==> config.mk <==
export PLATFORM = sky130hd
export DESIGN_NAME = port_pin_config
export DESIGN_NICKNAME = d
export VERILOG_FILES = /design/src/port_pin_pkg.sv /design/src/port_pin_driver.sv /design/src/port_pin_config.sv
export VERILOG_INCLUDE_DIRS = /design/src
export SDC_FILE = /design/constraint.sdc
export NUM_CORES = 1
export LEC_CHECK = 0
export ABC_AREA = 1
export BUFFER_PORTS_ARGS = -buffer_cell sky130_fd_sc_hd__buf_2
export CORE_MARGIN = 1
export CORE_UTILIZATION = 53
export CTS_CLUSTER_DIAMETER = 40
export DETAILED_ROUTE_END_ITERATION = 6
export PLACE_DENSITY_LB_ADDON = 0.3
export SYNTH_ARGS = -nofsm -noshare
export SYNTH_HDL_FRONTEND = slang
export SYNTH_SLANG_ARGS = --single-unit
==> constraint.sdc <==
create_clock -name clock_in -period 2.7 [get_ports clock_in]
set_input_delay 0.54 -clock clock_in [delete_from_list [all_inputs] [get_ports clock_in]]
set_output_delay 0.54 -clock clock_in [all_outputs]
set_load 0.01 [all_outputs]
==> src/port_pin_defines.svh <==
// offsets, field positions and reset values of the port pin block
// assumes an 8-bit special function register space with page select
`ifndef PORT_PIN_DEFINES_SVH
`define PORT_PIN_DEFINES_SVH

// ***************************************
// register addresses
// ***************************************
`define PORT1_DATA_LATCH_ADDR 8'h90
`define PORT2_DATA_LATCH_ADDR 8'hA0
`define PORT3_DATA_LATCH_ADDR 8'hB0
`define PORT4_DATA_LATCH_ADDR 8'hC8
`define PORT1_OUTPUT_MODE_ADDR 8'hA5
`define PORT2_OUTPUT_MODE_ADDR 8'hA6
`define PORT3_OUTPUT_MODE_ADDR 8'hA7
`define PORT4_OUTPUT_MODE_ADDR 8'h9C
`define PORT1_INPUT_MODE_ADDR 8'hAD
`define PORT2_INPUT_MODE_ADDR 8'hAE
`define PORT3_INPUT_MODE_ADDR 8'hAF
`define CROSSBAR_CONFIG_2_ADDR 8'hE3
`define PAGE_F 8'h0F

// ***************************************
// fields and reset values
// ***************************************
`define PULLUP_DISABLE_BIT 7
`define EXTMEM_LOW_PORT_ENABLE_BIT 1
`define CROSSBAR_CONFIG_2_MASK 8'hDF
`define DATA_LATCH_RESET 8'hFF
`define INPUT_MODE_RESET 8'hFF
`define OUTPUT_MODE_RESET 8'h00
`define CROSSBAR_CONFIG_2_RESET 8'h00

`endif

==> src/port_pin_pkg.sv <==
// types shared by the port pin block
// assumes nothing beyond the defines header
`default_nettype none

package port_pin_pkg;

   // ***************************************
   // register access request
   // ***************************************
   typedef struct packed {
      logic rd;
      logic wr;
      logic bit_op;
      logic rmw;
      logic [7:0] page;
      logic [7:0] addr;
      logic [7:0] wdata;
   } sfr_req_t;

   // ***************************************
   // external memory interface pin drive
   // ***************************************
   typedef struct packed {
      logic active;
      logic low_ports;
      logic muxed;
      logic read;
      logic [15:0] addr;
      logic [7:0] data;
      logic wr_n;
      logic rd_n;
      logic ale;
   } external_memory_interface_t;

   typedef logic [3:0][7:0] port_bus_t;

endpackage

`default_nettype wire

==> src/port_pin_driver.sv <==
// one 8-bit port: pin synchroniser, driver and pullup control
// assumes pins are asynchronous to clock_in
`default_nettype none

module port_pin_driver (
   input wire logic clock_in,
   input wire logic arst_n_in,
   input wire logic [7:0] pin_in,
   input wire logic [7:0] value_in,
   input wire logic [7:0] push_pull_in,
   input wire logic [7:0] digital_in,
   input wire logic [7:0] force_od_in,
   input wire logic [7:0] drive_off_in,
   input wire logic pullup_dis_in,
   output logic [7:0] pin_out,
   output logic [7:0] pin_oe_out,
   output logic [7:0] pullup_out,
   output logic [7:0] level_out
);

   // ***************************************
   // input synchroniser and agreement filter
   // ***************************************
   logic [7:0] s1_q;
   logic [7:0] s2_q;
   logic [7:0] s3_q;
   logic [7:0] filt_q;
   wire [7:0] agree = ~(s2_q ^ s3_q);
   wire [7:0] filt_d = (agree & s3_q) | (~agree & filt_q);

   always_ff @(posedge clock_in or negedge arst_n_in) begin
      if (!arst_n_in) begin
         s1_q <= 8'hFF;
         s2_q <= 8'hFF;
         s3_q <= 8'hFF;
         filt_q <= 8'hFF;
      end else begin
         s1_q <= pin_in;
         s2_q <= s1_q;
         s3_q <= s2_q;
         filt_q <= filt_d;
      end
   end

   // ***************************************
   // driver and pullup
   // ***************************************
   wire [7:0] drive_low = ~value_in & ~drive_off_in;
   wire [7:0] drive_high = value_in & push_pull_in & ~force_od_in
      & ~drive_off_in;

   assign pin_out = value_in;
   assign pin_oe_out = drive_low | drive_high;
   assign pullup_out = digital_in & ~{8{pullup_dis_in}}
      & ~drive_low;
   assign level_out = filt_q & digital_in;

endmodule

`default_nettype wire

==> src/port_pin_config.sv <==
// port latches and output modes of ports 1 to 4, input modes of ports 1 to 3
// assumes a core register bus on clock_in and pins outside the chip
//
// How it works
// - output mode 0 open-drain, 1 push-pull
// - two-wire and mode-0 receive pins forced open-drain
// - latch 0 drives low, 1 high or released
// - plain read returns pin level
// - read-modify-write read returns latch contents
// - input mode 0: analog, reads 0, pullup off
// - input mode 1: digital, pullup follows global
// - port 2 bits 0, 1 never skipped
// - reset: latches ones, inputs ones, outputs zeros
// - global disable bit switches all pullups off
// - pullup off on pins driven low
// - external memory overrides latches during moves
// - external read disables data bus drivers
// - port 2 carries external address byte
// - port 3 carries external data byte
// - port 4 bits 7..5 carry strobes, latch enable
// - port 4 digital input path always active
// - port 4 latch takes byte and bit access
// - port 1 to 3 latches any page, others page F
`default_nettype none

`include "port_pin_defines.svh"

module port_pin_config (
   input wire logic clock_in,
   input wire logic arst_n_in,
   input wire port_pin_pkg::sfr_req_t sfr_in,
   output logic sfr_hit_out,
   output logic sfr_rvalid_out,
   output logic [7:0] sfr_rdata_out,
   input wire port_pin_pkg::external_memory_interface_t external_memory_interface_in,
   input wire port_pin_pkg::port_bus_t force_od_in,
   input wire port_pin_pkg::port_bus_t pin_in,
   output port_pin_pkg::port_bus_t pin_out,
   output port_pin_pkg::port_bus_t pin_oe_out,
   output port_pin_pkg::port_bus_t pullup_out,
   output port_pin_pkg::port_bus_t crossbar_skip_out
);
   import port_pin_pkg::*;

   // ***************************************
   // register map
   // ***************************************
   localparam int NREG = 12;
   localparam logic [7:0] REG_ADDR [NREG] = '{
      `PORT1_DATA_LATCH_ADDR, `PORT2_DATA_LATCH_ADDR,
      `PORT3_DATA_LATCH_ADDR, `PORT4_DATA_LATCH_ADDR,
      `PORT1_OUTPUT_MODE_ADDR, `PORT2_OUTPUT_MODE_ADDR,
      `PORT3_OUTPUT_MODE_ADDR, `PORT4_OUTPUT_MODE_ADDR,
      `PORT1_INPUT_MODE_ADDR, `PORT2_INPUT_MODE_ADDR,
      `PORT3_INPUT_MODE_ADDR, `CROSSBAR_CONFIG_2_ADDR};
   localparam logic [7:0] REG_RESET [NREG] = '{
      `DATA_LATCH_RESET, `DATA_LATCH_RESET,
      `DATA_LATCH_RESET, `DATA_LATCH_RESET,
      `OUTPUT_MODE_RESET, `OUTPUT_MODE_RESET,
      `OUTPUT_MODE_RESET, `OUTPUT_MODE_RESET,
      `INPUT_MODE_RESET, `INPUT_MODE_RESET,
      `INPUT_MODE_RESET, `CROSSBAR_CONFIG_2_RESET};
   localparam logic [7:0] REG_MASK [NREG] = '{
      8'hFF, 8'hFF, 8'hFF, 8'hFF, 8'hFF, 8'hFF,
      8'hFF, 8'hFF, 8'hFF, 8'hFF, 8'hFF,
      `CROSSBAR_CONFIG_2_MASK};
   // port 1 to 3 data latches sit in every page
   localparam logic [NREG-1:0] ALL_PAGES = 12'h007;
   localparam logic [NREG-1:0] BIT_ADDRESSABLE = 12'h00F;

   logic [7:0] regs_q [NREG];
   logic [7:0] regs_d [NREG];
   logic [7:0] read_val [NREG];
   logic [7:0] rd_chain [NREG+1];
   logic [NREG-1:0] byte_hit;
   logic [NREG-1:0] bit_hit;
   logic [NREG-1:0] wr_en;
   logic [7:0] level [4];
   logic [7:0] rdata_q;
   logic rvalid_q;

   wire page_f = sfr_in.page == `PAGE_F;
   wire [7:0] bit_sel = 8'h01 << sfr_in.addr[2:0];
   wire [7:0] bit_val = {8{sfr_in.wdata[0]}};

   // ***************************************
   // decode, write and read per register
   // ***************************************
   assign rd_chain[0] = 8'h00;

   for (genvar i = 0; i < NREG; i++) begin : g_reg
      wire page_ok = ALL_PAGES[i] | page_f;
      assign byte_hit[i] = page_ok & !sfr_in.bit_op
         & (sfr_in.addr == REG_ADDR[i]);
      assign bit_hit[i] = page_ok & sfr_in.bit_op & BIT_ADDRESSABLE[i]
         & (sfr_in.addr[7:3] == REG_ADDR[i][7:3]);
      assign wr_en[i] = sfr_in.wr & (byte_hit[i] | bit_hit[i]);
      assign regs_d[i] = bit_hit[i]
         ? ((regs_q[i] & ~bit_sel) | (bit_val & bit_sel))
         : (sfr_in.wdata & REG_MASK[i]);

      always_ff @(posedge clock_in or negedge arst_n_in) begin
         if (!arst_n_in) begin
            regs_q[i] <= REG_RESET[i];
         end else if (wr_en[i]) begin
            regs_q[i] <= regs_d[i];
         end
      end

      if (i < 4) begin : g_data
         // latch on read-modify-write, pin otherwise
         assign read_val[i] = sfr_in.rmw ? regs_q[i]
            : level[i];
      end else begin : g_cfg
         assign read_val[i] = regs_q[i];
      end

      wire [7:0] term = byte_hit[i] ? read_val[i]
         : bit_hit[i] ? {7'h00, read_val[i][sfr_in.addr[2:0]]}
         : 8'h00;
      assign rd_chain[i+1] = rd_chain[i] | term;
   end

   wire any_hit = |(byte_hit | bit_hit);
   assign sfr_hit_out = (sfr_in.rd | sfr_in.wr) & any_hit;

   always_ff @(posedge clock_in or negedge arst_n_in) begin
      if (!arst_n_in) begin
         rdata_q <= 8'h00;
         rvalid_q <= 1'b0;
      end else begin
         rvalid_q <= sfr_in.rd;
         if (sfr_in.rd) begin
            rdata_q <= rd_chain[NREG];
         end
      end
   end

   assign sfr_rdata_out = rdata_q;
   assign sfr_rvalid_out = rvalid_q;

   // ***************************************
   // configuration views
   // ***************************************
   wire pullup_dis = regs_q[11][`PULLUP_DISABLE_BIT];
   logic [7:0] in_mode [4];
   assign in_mode[0] = regs_q[8];
   assign in_mode[1] = regs_q[9];
   assign in_mode[2] = regs_q[10];
   assign in_mode[3] = 8'hFF;

   // analog pins are skipped, except port 2 bits 1..0
   assign crossbar_skip_out[0] = ~in_mode[0];
   assign crossbar_skip_out[1] = ~in_mode[1] & 8'hFC;
   assign crossbar_skip_out[2] = ~in_mode[2];
   assign crossbar_skip_out[3] = 8'h00;

   // ***************************************
   // external memory override
   // ***************************************
   wire external_memory_interface_low = external_memory_interface_in.active & external_memory_interface_in.low_ports;
   wire external_memory_interface_high = external_memory_interface_in.active & !external_memory_interface_in.low_ports;
   logic [7:0] external_memory_interface_mask [4];
   logic [7:0] external_memory_interface_val [4];
   logic [7:0] drive_off [4];

   assign external_memory_interface_mask[0] = 8'h00;
   assign external_memory_interface_val[0] = 8'h00;
   assign external_memory_interface_mask[1] = {8{external_memory_interface_low}};
   assign external_memory_interface_val[1] = external_memory_interface_in.muxed ? external_memory_interface_in.addr[15:8]
      : external_memory_interface_in.addr[7:0];
   assign external_memory_interface_mask[2] = {8{external_memory_interface_low}};
   assign external_memory_interface_val[2] = external_memory_interface_in.data;
   assign external_memory_interface_mask[3] = {external_memory_interface_high, external_memory_interface_high, external_memory_interface_high, 5'h00};
   assign external_memory_interface_val[3] = {external_memory_interface_in.wr_n, external_memory_interface_in.rd_n, external_memory_interface_in.ale,
      5'h00};

   assign drive_off[0] = 8'h00;
   assign drive_off[1] = 8'h00;
   assign drive_off[2] = {8{external_memory_interface_low & external_memory_interface_in.read}};
   assign drive_off[3] = 8'h00;

   // ***************************************
   // pin drivers
   // ***************************************
   for (genvar p = 0; p < 4; p++) begin : g_port
      wire [7:0] value = (regs_q[p] & ~external_memory_interface_mask[p])
         | (external_memory_interface_val[p] & external_memory_interface_mask[p]);
      port_pin_driver u_drv (
         .clock_in(clock_in),
         .arst_n_in(arst_n_in),
         .pin_in(pin_in[p]),
         .value_in(value),
         .push_pull_in(regs_q[p+4]),
         .digital_in(in_mode[p]),
         .force_od_in(force_od_in[p]),
         .drive_off_in(drive_off[p]),
         .pullup_dis_in(pullup_dis),
         .pin_out(pin_out[p]),
         .pin_oe_out(pin_oe_out[p]),
         .pullup_out(pullup_out[p]),
         .level_out(level[p])
      );
   end

   logic first_q;
   always_ff @(posedge clock_in or negedge arst_n_in) begin
      if (!arst_n_in) begin
         first_q <= 1'b1;
      end else begin
         first_q <= 1'b0;
      end
   end

   wire rd_p1 = sfr_in.rd & !sfr_in.bit_op & !sfr_in.rmw
      & (sfr_in.addr == `PORT1_DATA_LATCH_ADDR);
   wire rmw_p1 = sfr_in.rd & !sfr_in.bit_op & sfr_in.rmw
      & (sfr_in.addr == `PORT1_DATA_LATCH_ADDR);
   wire wr_p1 = sfr_in.wr & !sfr_in.bit_op
      & (sfr_in.addr == `PORT1_DATA_LATCH_ADDR);
   wire bitwr_p2 = sfr_in.wr & sfr_in.bit_op
      & (sfr_in.addr[7:3] == REG_ADDR[1][7:3]);
   wire wr_p4_off = sfr_in.wr & !sfr_in.bit_op & !page_f
      & (sfr_in.addr == `PORT4_DATA_LATCH_ADDR);
   wire [7:0] p1_expect = pin_in[0] & regs_q[8];
   wire [7:0] p1_latch = regs_q[0];
   wire [7:0] p2_latch = regs_q[1];
   wire [7:0] p2_keep = ~bit_sel;
   wire rd_p3 = sfr_in.rd & !sfr_in.bit_op & !sfr_in.rmw
      & (sfr_in.addr == `PORT3_DATA_LATCH_ADDR);
   wire bitwr_p4 = sfr_in.wr & sfr_in.bit_op & page_f
      & (sfr_in.addr[7:3] == REG_ADDR[3][7:3]);
   wire wr_mode_off = sfr_in.wr & !sfr_in.bit_op & !page_f
      & (sfr_in.addr == `PORT2_OUTPUT_MODE_ADDR);
   wire [7:0] p3_mode = regs_q[10];
   wire [7:0] p4_latch = regs_q[3];
endmodule

`default_nettype wire

==> metrics.cfg <==
[worst_setup_path]
endpoint_kind = output pin
critPathMaxStageDelay_ns = 0.26
critical_path.max_fanout = 7
r2r_slack_ns = 0.89
r2r_cells = 10
crit_end = sfr_hit_out
crit_type = in -> out
regToRegEndpoint = sfr_rdata_out[0]
cpMaxStageDelayCell = nor2_4
crit_start = sfr_in[8]
worstPathCellList = buf_2 -> nor2_4 -> nand2_1 -> nor2_1 -> nand2_2 -> nand2_1 -> nor3_1 -> a21oi_1 -> buf_2
start_kind = primary input
crit_arrival_ns = 2.08
cp.required_ns = 2.16

[synth]
yosys_warnings = 0
synthFlopType = dfstp_2
synth.distinct_cells = 37
async_flop_share_pct = 100
syn_avg_cell_area_um2 = 8.53
synth.largest_area_cell = dfstp_2
synth_top_area_share_pct = 43.7
synth-seq-area-share_pct = 54.5
ys_ff_latch = 232
ys_top_cells_by_area = dfstp_2 (44%), dfrtp_1 (11%), nand2_1 (10%), o21ai_0 (7.5%), inv_1 (5.6%)
netlist_area_um2 = 11100
synth_edf_count = 0
synth_cells = 1298

[final_layout]
fill_cells = 1609
final_layout_size_suffix_gt1_share_pct = 36.8
fin_nets = 1718
instances_no_fill = 1886
area_growth_pct = 25.2
n_antenna_cell = 0

[die]
start_util_pct = 54.4
ioPinCount = 263
rows = 52
dieArea_um2 = 21500
die_x_um = 147
dieHeight_um = 147
design.core.area_um2 = 20400

[outcome]
outcome = completed

[timing]
slew_headroom_pct = 54.2
fmax_mhz = 382
rsz0062_at_grt = no
finalSetupTns_ns = 0
timing.hold.ws_ns = 0.0631
worst_pin_slew_ns = 0.687
slew_viol_final = 0
fin_skew_ns = 0.0146
hold_viol = 0
final-setup-viol-count = 0
min_period_ns = 2.62
timing.final.crit_share_pct = 97.0

[power]
powerDensity_nw_per_um2 = 646
leakage_uw = 0.00649
finalPower_uw = 8950
irDropWorstVdd_uv = 752

[grt]
grt_max_degree = 81
grt_pass1_wl_um = 62700
gr-total-overflow = 0
track_usage_pct = 39.6
antenna_found_initial = 0
grt_pass1_vias = 10400

[clock_network]
post_cts_buffers = 0
cts_tree = built
insertion_delay_ns = 0.57
clock_path_buffers = 3
cts.sinks = 232
numCtsBuffers = 29
root_buffer = clkbuf_16
htree_levels = 1
path_clk_slew_ns = 0.07

[detailed_routing]
dr.pass1.iters = 6
wl_per_cell_um = 22.1
avgViaCountPerCell = 5.58
drc = 0
final_antenna_net_count = 0
wl_um = 41700
drt-initial-drc-count = 1082
num_vias = 10500

[run]
cap_violations = 0

[place]
post-place-cells = 1831
gp_congestion = 0.993
place_hpwl_um = 31600
portBuffers = 252

[worst_hold_path]
hp-class = in -> reg

cell families (layout without fill, tap and decap cells):
kind of cell / Yosys count / after routing / share of synthesized area, %
and+or+nand+nor: 524 / 524 / 19.9
other: 1 / 10 / 0.0339
adders and majority gates: 32 / 32 / 2.89
muxes: 2 / 2 / 0.181
DFF: 232 / 232 / 54.5
AOI/OAI and AO/OA: 272 / 272 / 13.3
buffers and inverters: 235 / 544 / 9.15
cell usage after synthesis (9+ instances only):
cell	number
nor2_1	107
o21ai_2	9
dfrtp_1	48
buf_4	25
nand2_1	296
o22ai_1	18
o21ai_0	167
maj3_1	32
clkbuf_1	16
o21ai_1	16
nor3_1	19
inv_2	13
nand3_1	70
dfstp_2	184
inv_1	164
buf_2	12
a21oi_1	40
worst max-delay path, delay by kind of cell:
| kind | cells | cell delay (ns) |
|---|---|---|
| simple gates | 6 | 1.00 |
| compound gates | 1 | 0.22 |
| buf+inv | 2 | 0.31 |
cell usage in the layout (no fill, tap or decap), types with 2 or more instances in the layout:
cell type / netlist / routed
a21oi_1: 40 / 40
a21oi_2: 3 / 3
buf_12: 0 / 6
buf_2: 12 / 251
buf_4: 25 / 52
clkbuf_1: 16 / 4
clkbuf_16: 0 / 29
clkinv_2: 0 / 4
clkinv_4: 0 / 3
clkinvlp_4: 0 / 2
conb_1: 1 / 10
dfrtp_1: 48 / 47
dfstp_2: 184 / 184
inv_1: 164 / 164
inv_2: 13 / 13
inv_6: 0 / 6
inv_8: 0 / 4
maj3_1: 32 / 32
mux2i_1: 2 / 2
nand2_1: 296 / 296
nand2_2: 5 / 5
nand3_1: 70 / 70
nand3_2: 2 / 2
nand4_1: 3 / 3
nor2_1: 107 / 107
nor2_2: 4 / 4
nor2_4: 3 / 3
nor3_1: 19 / 19
nor3b_1: 3 / 3
nor4_1: 2 / 2
o211ai_1: 3 / 3
o21a_1: 8 / 8
o21ai_0: 167 / 167
o21ai_1: 16 / 16
o21ai_2: 9 / 9
o22ai_1: 18 / 18
o31ai_1: 8 / 8
or2_2: 6 / 6
layout make-up:
cell class | instances | area (µm²) | share of cell area [%]
Sequential cell | 232 | 6040 | 43.5
Tap cell | 270 | 338 | 2.44
Inverter | 179 | 677 | 4.88
Clock inverter | 20 | 213 | 1.53
Multi-Input combinational cell | 840 | 4060 | 29.2
Clock buffer | 34 | 754 | 5.44
Timing Repair Buffer | 311 | 1790 | 12.9
worst min-delay path by stage:
stage / start / to / slack (ns) / cells past startpoint
6_report: pin_in[28] / g_port[3].u_drv.s1_q[4] / 0.06 / 1
5_1_grt: pin_in[23] / g_port[2].u_drv.s1_q[7] / 0.05 / 1
4_1_cts: pin_in[28] / g_port[3].u_drv.s1_q[4] / 0.06 / 1
3_5_place_dp: g_port[2].u_drv.s1_q[7] / g_port[2].u_drv.s2_q[7] / 0.35 / 0
3_3_place_gp: g_port[0].u_drv.s1_q[0] / g_port[0].u_drv.s2_q[0] / 0.35 / 0
2_1_floorplan: arst_n_in / pullup_dis / 0.24 / 0
timing repair:
item,4_1_cts,5_1_grt
cloned,0,0
hold buffers,1,0
endpoints found under the setup margin,8,3
resized for setup,1,2
hold endpoints to repair,3,0
per-stage QoR:
stage | worst slack [ns] | instance area, µm² | utilization, %
floorplan | 0.600 | 11100 | -
global placement | 0.138 | 12900 | 63.3
CTS | 0.0735 | 13900 | 68.1
detailed placement | 0.120 | 12900 | 63.3
finish | 0.0819 | 13900 | 68.1
global route | 0.00151 | 13900 | 68.1
where the power goes:
| group | leakage, µW | internal [µW] | total (µW) | switching, µW |
|---|---|---|---|---|
| clock | 0.000476 | 2180 | 3850 | 1670 |
| combinational | 0.00343 | 394 | 1120 | 724 |
| sequential | 0.00259 | 3840 | 3980 | 150 |
metal layers:
layer	part of all wire (%)	track usage, %	up-vias	routed length [µm]
met5	0	0	-	0
met4	4.9	18.2	0	2030
met3	9.5	7.78	130	3970
met2	46	63.6	665	19300
met1	39	51.8	4975	16400
li1	-	-	4757	-
No activity file was read; power rests on OpenSTA's default activity.
